File: config.mk
export PLATFORM = sky130hd
export DESIGN_NAME = sltw_walk
export DESIGN_NICKNAME = d
export VERILOG_FILES = /design/src/rtl/sltw_pkg.sv /design/src/rtl/sltw_walk.sv
export SDC_FILE = /design/constraint.sdc
export NUM_CORES = 1
export LEC_CHECK = 0
export BUFFER_PORTS_ARGS = -buffer_cell sky130_fd_sc_hd__buf_2
export CAP_MARGIN = 20
export CORE_MARGIN = 2
export CORE_UTILIZATION = 36
export CTS_CLUSTER_SIZE = 10
export DETAILED_ROUTE_END_ITERATION = 8
export GPL_TIMING_DRIVEN = 0
export SLEW_MARGIN = 25
export SYNTH_ARGS = -nofsm -noshare
export SYNTH_HDL_FRONTEND = slang
export SYNTH_SLANG_ARGS = --single-unit
File: constraint.sdc
create_clock -name SYS_CLK -period 5.59 [get_ports SYS_CLK]
set_clock_uncertainty 0.1 [all_clocks]
set_input_delay 1.118 -clock SYS_CLK [delete_from_list [all_inputs] [get_ports SYS_CLK]]
set_output_delay 1.118 -clock SYS_CLK [all_outputs]
set_load 0.03 [all_outputs]
File: src/rtl/sltw_pkg.sv
// Constants and types of the second-level table walk
`default_nettype none

package sltw_pkg;

    ////////////////////////////////////////////////////////////////////////////
    // Descriptor type codes
    localparam logic [1:0] L1_INVALID = 2'h0;
    localparam logic [1:0] L1_COARSE = 2'h1;
    localparam logic [1:0] L1_SECTION = 2'h2;
    localparam logic [1:0] L1_FINE = 2'h3;

    // Field positions
    localparam int TYPE_HI = 1;
    localparam int TYPE_LO = 0;
    localparam int DOM_HI = 8;
    localparam int DOM_LO = 5;
    localparam int CB_HI = 3;
    localparam int CB_LO = 2;
    localparam int PERM_HI = 11;
    localparam int PERM_LO = 4;
    localparam int TINY_PERM_HI = 5;
    localparam int TINY_PERM_LO = 4;
    localparam int TTB_LO = 14;
    localparam int L1_IDX_LO = 20;
    localparam int COARSE_BASE_LO = 10;
    localparam int FINE_BASE_LO = 12;
    localparam int COARSE_IDX_LO = 12;
    localparam int FINE_IDX_LO = 10;
    localparam int L2_IDX_HI = 19;
    localparam int LARGE_BASE_LO = 16;
    localparam int SMALL_BASE_LO = 12;
    localparam int TINY_BASE_LO = 10;

    // Reset values
    localparam logic [31:0] ADDR_RESET = 32'h0000_0000;
    localparam logic [3:0] DOM_RESET = 4'h0;

    ////////////////////////////////////////////////////////////////////////////
    typedef enum logic [2:0] {
        SLTW_IDLE = 3'h1,
        SLTW_L1 = 3'h2,
        SLTW_L2 = 3'h4
    } sltw_state_t;

    // Encodings match descriptor bits 3:2 (C, B)
    typedef enum logic [1:0] {
        SLTW_NC_NB = 2'h0,
        SLTW_NC_B = 2'h1,
        SLTW_WT = 2'h2,
        SLTW_WB = 2'h3
    } sltw_policy_t;

    // Encodings match second-level type bits
    typedef enum logic [1:0] {
        SLTW_SZ_NONE = 2'h0,
        SLTW_SZ_LARGE = 2'h1,
        SLTW_SZ_SMALL = 2'h2,
        SLTW_SZ_TINY = 2'h3
    } sltw_size_t;

    typedef struct packed {
        logic [31:0] phys_addr;
        logic [7:0] access_permission_field;
        sltw_policy_t policy;
        logic [3:0] domain;
        sltw_size_t size;
        logic section_desc;
        logic section_fault;
        logic page_fault;
    } sltw_result_t;

endpackage : sltw_pkg

`default_nettype wire

File: src/rtl/sltw_walk.sv
// Table walk engine: first-level fetch, coarse/fine second-level fetch and page decode
`timescale 1ns/10ps
`default_nettype none

module sltw_walk (
    input wire logic SYS_CLK,
    input wire logic RST,
    input wire logic WALK_REQ,
    input wire logic [31:0] MODIFIED_VIRTUAL_ADDRESS,
    input wire logic [31:0] TRANSLATION_TABLE_BASE,
    input wire logic MEM_ACK,
    input wire logic [31:0] MEM_RDATA,
    output logic WALK_BUSY,
    output logic MEM_REQ,
    output logic [31:0] MEM_ADDR,
    output logic WALK_DONE,
    output sltw_pkg::sltw_result_t WALK_RESULT
);

    ////////////////////////////////////////////////////////////////////////////
    // Second-level decode
    function automatic sltw_pkg::sltw_result_t l2_decode(
        input logic [31:0] desc,
        input logic [31:0] va,
        input logic [3:0] dom
    );
        sltw_pkg::sltw_result_t r;
        r = '0;
        r.domain = dom;
        r.size = sltw_pkg::sltw_size_t'(desc[sltw_pkg::TYPE_HI:sltw_pkg::TYPE_LO]);
        r.policy = sltw_pkg::sltw_policy_t'(desc[sltw_pkg::CB_HI:sltw_pkg::CB_LO]);
        case (desc[sltw_pkg::TYPE_HI:sltw_pkg::TYPE_LO])
            sltw_pkg::SLTW_SZ_LARGE: begin
                r.phys_addr = {desc[31:sltw_pkg::LARGE_BASE_LO], va[sltw_pkg::LARGE_BASE_LO-1:0]};
                r.access_permission_field = desc[sltw_pkg::PERM_HI:sltw_pkg::PERM_LO];
            end
            sltw_pkg::SLTW_SZ_SMALL: begin
                r.phys_addr = {desc[31:sltw_pkg::SMALL_BASE_LO], va[sltw_pkg::SMALL_BASE_LO-1:0]};
                r.access_permission_field = desc[sltw_pkg::PERM_HI:sltw_pkg::PERM_LO];
            end
            sltw_pkg::SLTW_SZ_TINY: begin
                r.phys_addr = {desc[31:sltw_pkg::TINY_BASE_LO], va[sltw_pkg::TINY_BASE_LO-1:0]};
                // One set copied to every subpage slot, so the whole page shares it
                r.access_permission_field = {4{desc[sltw_pkg::TINY_PERM_HI:sltw_pkg::TINY_PERM_LO]}};
            end
            default: begin
                r.page_fault = 1'b1;
                r.policy = sltw_pkg::SLTW_NC_NB;
            end
        endcase
        return r;
    endfunction : l2_decode

    ////////////////////////////////////////////////////////////////////////////
    // State
    sltw_pkg::sltw_state_t state_q;
    logic [31:0] va_q;
    logic [31:0] l1_desc_q;
    logic [31:0] l2_addr_d;
    logic l1_ack;
    logic l2_ack;
    logic [1:0] l1_type;

    assign l1_ack = (state_q == sltw_pkg::SLTW_L1) && MEM_ACK;
    assign l2_ack = (state_q == sltw_pkg::SLTW_L2) && MEM_ACK;
    assign l1_type = MEM_RDATA[sltw_pkg::TYPE_HI:sltw_pkg::TYPE_LO];

    // Coarse: 256 words of 4KB each; fine: 1024 words of 1KB each
    always_comb begin
        if (l1_type == sltw_pkg::L1_COARSE) begin
            l2_addr_d = {MEM_RDATA[31:sltw_pkg::COARSE_BASE_LO],
                         va_q[sltw_pkg::L2_IDX_HI:sltw_pkg::COARSE_IDX_LO], 2'h0};
        end else begin
            l2_addr_d = {MEM_RDATA[31:sltw_pkg::FINE_BASE_LO],
                         va_q[sltw_pkg::L2_IDX_HI:sltw_pkg::FINE_IDX_LO], 2'h0};
        end
    end

    always_ff @(posedge SYS_CLK or posedge RST) begin
        if (RST) begin
            state_q <= sltw_pkg::SLTW_IDLE;
        end else begin
            case (state_q)
                sltw_pkg::SLTW_IDLE: begin
                    if (WALK_REQ) begin
                        state_q <= sltw_pkg::SLTW_L1;
                    end
                end
                sltw_pkg::SLTW_L1: begin
                    if (MEM_ACK) begin
                        if (l1_type == sltw_pkg::L1_COARSE || l1_type == sltw_pkg::L1_FINE) begin
                            state_q <= sltw_pkg::SLTW_L2;
                        end else begin
                            state_q <= sltw_pkg::SLTW_IDLE;
                        end
                    end
                end
                sltw_pkg::SLTW_L2: begin
                    if (MEM_ACK) begin
                        state_q <= sltw_pkg::SLTW_IDLE;
                    end
                end
                default: state_q <= sltw_pkg::SLTW_IDLE;
            endcase
        end
    end

    always_ff @(posedge SYS_CLK or posedge RST) begin
        if (RST) begin
            va_q <= sltw_pkg::ADDR_RESET;
            l1_desc_q <= sltw_pkg::ADDR_RESET;
        end else begin
            if (state_q == sltw_pkg::SLTW_IDLE && WALK_REQ) begin
                va_q <= MODIFIED_VIRTUAL_ADDRESS;
            end
            if (l1_ack) begin
                l1_desc_q <= MEM_RDATA;
            end
        end
    end

    ////////////////////////////////////////////////////////////////////////////
    // Memory fetch port; request held until acknowledged
    always_ff @(posedge SYS_CLK or posedge RST) begin
        if (RST) begin
            MEM_REQ <= 1'b0;
            MEM_ADDR <= sltw_pkg::ADDR_RESET;
        end else begin
            if (state_q == sltw_pkg::SLTW_IDLE && WALK_REQ) begin
                MEM_REQ <= 1'b1;
                MEM_ADDR <= {TRANSLATION_TABLE_BASE[31:sltw_pkg::TTB_LO],
                             MODIFIED_VIRTUAL_ADDRESS[31:sltw_pkg::L1_IDX_LO], 2'h0};
            end else if (l1_ack && (l1_type == sltw_pkg::L1_COARSE || l1_type == sltw_pkg::L1_FINE)) begin
                MEM_REQ <= 1'b1;
                MEM_ADDR <= l2_addr_d;
            end else if (MEM_ACK) begin
                MEM_REQ <= 1'b0;
            end
        end
    end

    always_ff @(posedge SYS_CLK or posedge RST) begin
        if (RST) begin
            WALK_BUSY <= 1'b0;
        end else begin
            WALK_BUSY <= (state_q == sltw_pkg::SLTW_IDLE) ? WALK_REQ
                       : !(l2_ack || (l1_ack && !(l1_type == sltw_pkg::L1_COARSE
                                                   || l1_type == sltw_pkg::L1_FINE)));
        end
    end

    ////////////////////////////////////////////////////////////////////////////
    // Result
    always_ff @(posedge SYS_CLK or posedge RST) begin
        if (RST) begin
            WALK_DONE <= 1'b0;
            WALK_RESULT <= '0;
        end else begin
            WALK_DONE <= 1'b0;
            if (l1_ack && l1_type == sltw_pkg::L1_INVALID) begin
                WALK_DONE <= 1'b1;
                WALK_RESULT <= '0;
                WALK_RESULT.section_fault <= 1'b1;
            end else if (l1_ack && l1_type == sltw_pkg::L1_SECTION) begin
                // Sections are resolved elsewhere; only the type and domain are reported
                WALK_DONE <= 1'b1;
                WALK_RESULT <= '0;
                WALK_RESULT.section_desc <= 1'b1;
                WALK_RESULT.domain <= MEM_RDATA[sltw_pkg::DOM_HI:sltw_pkg::DOM_LO];
            end else if (l2_ack) begin
                WALK_DONE <= 1'b1;
                WALK_RESULT <= l2_decode(MEM_RDATA, va_q,
                                         l1_desc_q[sltw_pkg::DOM_HI:sltw_pkg::DOM_LO]);
            end
        end
    end
endmodule : sltw_walk

`default_nettype wire

======== Word level (Yosys, flattened, before mapping) ========
Cells that the tools add are included.
word-level totals
  register bits after elaboration ......... 118
  input port bits ......................... 100
  output and inout port bits .............. 86
  word-level logic and storage cells ...... 62
cells by class
  eq/ne operators ......................... 9
  muxes and demuxes ....................... 21
  reductions and logical operators ........ 17
operators with widths
  kind                                           count
  two-way mux 51 bit                             3
  one-hot mux 40 bit (3 select lines)            1
  two-way mux 32 bit                             2
  two-way mux 12 bit                             1
  two-way mux 3 bit                              4
  one-hot mux 3 bit (3 select lines)             1
  two-way mux 1 bit                              8
  logical AND 1 bit                              7
  != test 2 bit, second input constant           3
  nonzero test 3 bit                             2
  == test 2 bit, second input constant           2
  == test 3 x 1 -> 1 bit, second input constant  1
  == test 3 x 2 -> 1 bit, second input constant  1
  == test 3 bit, second input constant           1
  AND reduction 3 bit                            1
  OR reduction 3 bit                             1
  == test 2 x 1 -> 1 bit, second input constant  1
  zero test 1 bit                                2
  zero test 2 bit                                1
  logical OR 1 bit                               2
  two-way mux 2 bit                              1
  nonzero test 2 bit                             1

======== Longest topological paths before layout ========
Gate-level depths: netlist (run 1).
  depth in word-level cells ............... 7
  depth in mapped cells ................... 7
  depth with buffers taken out ............ 5

======== Worst setup path after synthesis (run 1) ========
No wires, ideal clock.
  kind .................................... input-to-reg
  from .................................... input port MEM_RDATA[0]
  to ...................................... register MEM_ADDR[10]
  library setup time ...................... 0.125 ns
  arrival ................................. 2.130 ns
  data required time ...................... 5.365 ns
  slack ................................... 3.235 ns
  stages .................................. 5
  buffers on the path ..................... 2
  path through ............................ buf_4 -> nand4b_1 -> a21oi_2 -> buf_4 -> mux2_2
between the ends
  longest elaborated chain between the ends .. 4
  elaborated cells between the ends (all ways) .. 8
  those cells by class .................... eq/ne: 2; mux: 3; reduce/logical: 3
RTL lines
  item                                                             line                               text
  start, declared                                                  sltw_walk.sv:12                    input wire logic [31:0] MEM_RDATA,
  == test 2 x 1 -> 1 bit / == test 2 bit (equally long branches)   sltw_walk.sv:70, sltw_walk.sv:133
  two-way mux 12 bit / logical OR 1 bit (equally long branches)    sltw_walk.sv:70, sltw_walk.sv:133
  two-way mux 32 bit / logical AND 1 bit (equally long branches)   sltw_walk.sv:133                   end else if (l1_ack && (l1_type == sltw_pkg::L1_COARSE || l1_type == sltw_pkg::L1_FINE)) begin
  two-way mux 32 bit / nonzero test 2 bit (equally long branches)  --
  end signal, assigned                                             sltw_walk.sv:127                   MEM_ADDR <= sltw_pkg::ADDR_RESET;
  end signal, assigned                                             sltw_walk.sv:131                   MEM_ADDR <= {TRANSLATION_TABLE_BASE[31:sltw_pkg::TTB_LO],
  end signal, assigned                                             sltw_walk.sv:135                   MEM_ADDR <= l2_addr_d;
  end, declared                                                    sltw_walk.sv:15                    output logic [31:0] MEM_ADDR,
Several ways; a longest one is shown, not always the timed one. The select of a mux whose other input is x is not followed.
A chain may end at the register's enable or synchronous reset.

======== Final worst setup path (run 1) ========
  from .................................... input port MEM_RDATA[0]
  to ...................................... register MEM_ADDR[6]
Same word-level chain as after synthesis.

==> qor.yml, run 1 <==
whs_ps: 375
crit_chain: "buf_2 -> buf_4 -> nand4b_1 -> a21oi_2 -> buf_4 -> mux2_2"
cp_data_required_time_ps: 5720
hold_buffers: 0
num_io_pins: 186
clk_pin_slew_ps: 70
r2r_end: "WALK_RESULT[18]"
stdcell_count: 825
maxCapViolations: 0
final_cell_mix: "buf_2 (179), dfrtp_1 (110), a21oi_1 (53), nand2_1 (52), mux2_2 (36)"
synthCells: 461
slowest_stage: "a21oi_2"
setup_viol: 0
grt_first_pass_wirelength_microns: 22400
grt_pass1_vias: 4132
setup.worst_path.start: "MEM_RDATA[0]"
cts.sinks: 111
syn_area_sq_mm: 0.00499
arrival_ps: 2600
area_delta_synth_final_pct: 27.9
whs_path_depth: 1
cts_max_path_buffers: 2
fin_crit_sh_pct: 44.2
track_usage_pct: 19.9
finish.utilization_pct: 46.5
post_cts_buffers: 0
std_cell_rows: 43
ir_worst_vdd_v: 0.000268
critPathBufInv: 3
cpPeakStageDelay_ps: 380
drt-initial-drc-count: 200
core_area_sq_mm: 0.0137
overflow: 0
hold_path_class: "reg2reg"
r2r-start: "state_q[0]"
worstRegToRegCells: 5
endpoint_kind: "register"
hold_viol: 0
yosysUniqueCellTypes: 37
reg2reg_setup_slack_ps: 3590
cts_resized: 0
yosys_warnings: 0
h-tree-depth: 3
worst-setup-path-type: "in2reg"
rsz0062_at_grt: "false"
die_w_microns: 122
cp_common_cell: "buf_4"
power.total_mw: 3.59
place.gp.congestion: 0.838
hold_start: "WALK_RESULT[2]"
crit_family: "buffers and inverters"
viasPerCell: 4.99
layout-drive-gt1-share_pct: 39.4
avgSynthCellArea_sq_um: 10.8
routedWlPerCell_microns: 17.2
nets: 743
routed_wl_microns: 14200
post-route-min-period_ps: 2470
postRouteAntennaNets: 0
critPathLaunchType: "input port"
antenna_found_initial: 0
maxSlewViolCount: 0
ys_seq_area_share_pct: 55.7
hold_path_end: "WALK_RESULT[2]"
grt_max_degree: 64
dr.pass1.iters: 4
die_h_microns: 122
tightest_slew_ps: 668
diodes: 0
fin_tns_setup_ps: 0
drc: 0
port_buffers: 169
place_inst: 812
numCtsBuffers: 9
dp_hpwl_microns: 10600
power_density_mw_per_mm2: 563
ys_seq_elements: 111
p_leak_nw: 3.08
cp_max_fo: 10
start_util_pct: 36.4
cts_root_buffer: "clkbuf_16"
maxSlewHeadroom_pct: 55.5
insertion_delay_ps: 350
vias: 4117
layout_commonest_cell: "buf_2"
cts_tree: "yes"
status: "complete, no violations"
die_area_sq_mm: 0.0148
fmax_mhz: 405
==> layout make-up <==
class	count	area, sq um
fill	1339	7340
sequential	111	2780
multi-input combinational	309	1950
timing repair buffer	170	873
clock buffer	12	256
buffer	38	245
tap	180	225
clock inverter	1	30.0
inverter	4	20.0
==> synth_stat cells <==
cell type,count,share of area [%]
mux2_2,36,8.1
buf_2,10,1.0
and2b_1,2,0.30
o41a_1,1,0.23
inv_1,4,0.30
buf_6,5,1.1
nor4bb_1,1,0.20
dfstp_2,1,0.53
clkbuf_1,9,0.68
nand4b_1,1,0.18
nand3b_1,1,0.15
nor2_1,33,2.5
a221oi_1,4,0.70
a211oi_1,6,0.90
o22ai_1,4,0.50
nand2_1,52,3.9
a21o_1,2,0.30
mux2i_1,34,6.8
o21ai_1,5,0.50
o21ai_0,12,1.2
nor3b_1,1,0.15
nor2b_1,3,0.38
nand2b_4,1,0.28
nand2b_1,3,0.38
buf_4,14,2.1
a21oi_1,53,5.3
conb_1,1,0.075
a22o_1,2,0.35
nand3_1,31,3.1
or2_2,1,0.13
and3_1,2,0.25
nor3_4,1,0.33
a22oi_1,2,0.30
dfrtp_1,110,55
a21oi_2,1,0.18
and4bb_2,1,0.25
nor3_1,11,1.1
==> flip-flops by register name, indices dropped and copies added (netlist names) <==
register	count
va_q	20
MEM_ADDR	30
l1_desc_q	4
WALK_DONE	1
MEM_REQ	1
state_q	3
WALK_BUSY	1
WALK_RESULT	51
==> worst reg2reg max path: stages (launching register included) <==
cell and delay, ps:
dfstp_2 620, nor2b_1 100, nand2_1 250, clkbuf_1 520, a211oi_1 110, nor3_1 220
==> per-layer routing <==
metal | part of all wire, % | routed length, microns | up-vias | global-route usage, %
met3 | 6.8 | 961 | 13 | 5.20
met5 | 0 | 0 | - | 0
met2 | 48 | 6770 | 130 | 31.9
li1 | - | - | 1965 | -
met4 | 1.5 | 210 | 0 | 5.68
met1 | 44 | 6280 | 2009 | 26.8
==> report_power, final <==
group	total, mW	internal (mW)	switching (mW)	leakage [nW]
Sequential	1.36	1.15	0.206	1.38
Combinational	1.60	0.583	1.01	1.56
Clock	0.637	0.365	0.272	0.141
Total	3.59	2.10	1.49	3.08
==> through the flow <==
stage | setup WS, ps | cell area (sq um)
after floorplan | 1440 | 4990
after global placement | 127 | 6060
after detailed placement | 2720 | 6100
after CTS | 3090 | 6380
after global routing | 2990 | 6380
final | 3120 | 6380
==> how the worst max path moves through the flow <==
stage / end / slack [ps] / cells past startpoint
2_1_floorplan: MEM_ADDR[10] / 1440 / 1
3_3_place_gp: WALK_RESULT[14] / 130 / 2
5_1_grt: MEM_ADDR[21] / 2990 / 7
4_1_cts: MEM_ADDR[6] / 3090 / 6
6_report: MEM_ADDR[6] / 3120 / 6
3_5_place_dp: MEM_ADDR[6] / 2720 / 6
==> cells by family after synthesis <==
logic type | synth area share (%)
flip-flops | 55.7
AO/OA/AOI/OAI | 10.5
other | 0.0752
AND/OR/NAND/NOR | 13.6
multiplexers | 14.9
buffers and inverters | 5.22
Power figures use the tool's default switching activity.
==> run 2: changes to the inputs <==
- clock period: 5.59 -> 2.4 ns (I/O delays scaled with it)
==> qor.yml, run 2 (synthesis results as in run 1) <==
largest_reg_flops: 51  # unchanged
worst-setup-path-type: "reg2reg"
fin_crit_sh_pct: 83.6
ir_worst_vdd_v: 0.000567  # +110%
port_buffers: 169  # unchanged
nets: 746  # +0.40%
h-tree-depth: 3  # unchanged
die_h_microns: 122  # unchanged
viasPerCell: 4.98  # -0.17%
core_area_sq_mm: 0.0137  # unchanged
finish.utilization_pct: 47.1  # +0.59 points
critPathLaunchType: "register"
cp_data_required_time_ps: 2570  # -3150 ps
cpPeakStageDelay_ps: 440  # +60 ps
power_density_mw_per_mm2: 1310  # +130%
overflow: 0  # unchanged
final_cell_mix: "buf_2 (179), dfrtp_1 (110), a21oi_1 (53), nand2_1 (52), mux2_2 (36)"
place.gp.congestion: 0.844  # +0.79%
fin_tns_setup_ps: 0  # unchanged
grt_max_degree: 27  # -58%
dp_hpwl_microns: 11000  # +3.8%
std_cell_rows: 43  # unchanged
crit_chain: "buf_2 -> nand2b_4 -> nor3_4 -> buf_2 -> nand3_1 -> a21oi_1"
p_comb_share_pct: 44.3  # -0.2 points
drt-initial-drc-count: 198  # -1.0%
p_leak_nw: 3.12  # +1.2%
power_frac_seq_pct: 37.4  # -0.4 points
clkPwrFrac_pct: 18.4  # +0.7 points
layout_commonest_cell: "buf_2"
area_delta_synth_final_pct: 29.6
reg_top3: "WALK_RESULT: 51 flops, MEM_ADDR: 30 flops, va_q: 20 flops"
cts_resized: 0  # unchanged
cts_root_buffer: "clkbuf_16"
postRouteAntennaNets: 0  # unchanged
layout-drive-gt1-share_pct: 39.9  # +0.56 points
dr.pass1.iters: 4  # unchanged
die_area_sq_mm: 0.0148  # unchanged
post-route-min-period_ps: 2010
maxSlewViolCount: 0  # unchanged
rsz0062_at_grt: "false"
maxCapViolations: 0  # unchanged
p_sw_mw: 3.53  # +140%
clk_pin_slew_ps: 70  # about the same
routedWlPerCell_microns: 17.5  # +1.4%
p_int_mw: 4.92  # +130%
cts_tree: "yes"
cp_max_fo: 10  # unchanged
setup_viol: 0  # unchanged
critPathBufInv: 2  # -1
stdcell_count: 831  # +0.73%
antenna_found_initial: 1  # +1
num_io_pins: 186  # unchanged
track_usage_pct: 20.0  # +0.066 points
p_sw_share_pct: 41.7  # +0.20 points
cts.sinks: 111  # unchanged
die_w_microns: 122  # unchanged
place_inst: 815  # +0.37%
hold_viol: 0  # unchanged
endpoint_kind: "register"
grt_pass1_vias: 4204  # +1.7%
start_util_pct: 36.4  # unchanged
routed_wl_microns: 14500  # +2.1%
cp_common_cell: "buf_2"
maxSlewHeadroom_pct: 60.7  # +5.2 points
insertion_delay_ps: 350  # about the same
dp_slack_ps: 207  # -2510 ps
post_cts_buffers: 0  # unchanged
grt_first_pass_wirelength_microns: 22500  # +0.28%
cts_max_path_buffers: 2  # unchanged
top_register: "WALK_RESULT"
crit_family: "simple AND/OR/NAND/NOR gates"
fmax_mhz: 499
arrival_ps: 2170  # -430 ps
vias: 4140  # +0.56%
diodes: 0  # unchanged
tightest_slew_ps: 589  # -78.5 ps
slowest_stage: "nor3_4"
whs_ps: 50.0  # -325 ps
numCtsBuffers: 9  # unchanged
setup_ws_ps: 395  # -2730 ps
hold_buffers: 0  # unchanged
hold_path_class: "in2async"
status: "complete, no violations"
drc: 0  # unchanged
==> run 2: worst paths after layout <==
| path | from | end | slack, ps | depth (start not counted) |
|---|---|---|---|---|
| setup / recovery | state_q[1] | WALK_RESULT[9] | 390 | 6 |
| hold / removal | RST | WALK_RESULT[14] | 50 | 2 |
| setup reg to reg | state_q[1] | WALK_RESULT[9] | 390 | 6 |
| hold reg to reg | WALK_RESULT[2] | WALK_RESULT[2] | 380 | 1 |
| max in group asynchronous | RST | va_q[1] | 1290 | 5 |
| min in group SYS_CLK | MODIFIED_VIRTUAL_ADDRESS[2] | va_q[2] | 260 | 2 |
==> run 2: routing by layer <==
| metal | share of wire (%) | global-route usage (%) | vias up |
|---|---|---|---|
| met5 | 0.11 | 0 | - |
| met4 | 1.6 | 6.82 | 2 |
| met3 | 5.1 | 4.35 | 16 |
| met2 | 48 | 32.1 | 117 |
| met1 | 45 | 26.9 | 2041 |
| li1 | - | - | 1964 |
==> run 2: final cells by class <==
| class | instances | area (sq um) |
|---|---|---|
| flip-flops and latches | 111 | 2780 |
| clock buffers | 12 | 256 |
| multi-input cells | 309 | 1950 |
| plain buffers | 38 | 245 |
| repair buffers | 173 | 933 |
| well taps | 180 | 225 |
| inverters | 4 | 18.8 |
| fillers | 1361 | 7260 |
| clock inverters | 4 | 52.6 |
==> run 2: metrics by stage <==
step / power [mW] / cell area (sq um)
final: 8.45 / 6460
after global routing: 8.97 / 6460
after CTS: 8.57 / 6460
after detailed placement: 6.99 / 6150
after global placement: 6.86 / 6070
after floorplan: 5.78 / 5000
==> run 2: power groups by stage <==
stage | clock network (mW) | logic, mW | registers, mW
after floorplan | 0 | 1.52 | 4.26
after global placement | 0 | 3.70 | 3.16
after detailed placement | 0 | 3.79 | 3.20
after CTS | 1.60 | 3.80 | 3.17
after global routing | 1.67 | 4.05 | 3.25
final | 1.55 | 3.74 | 3.16
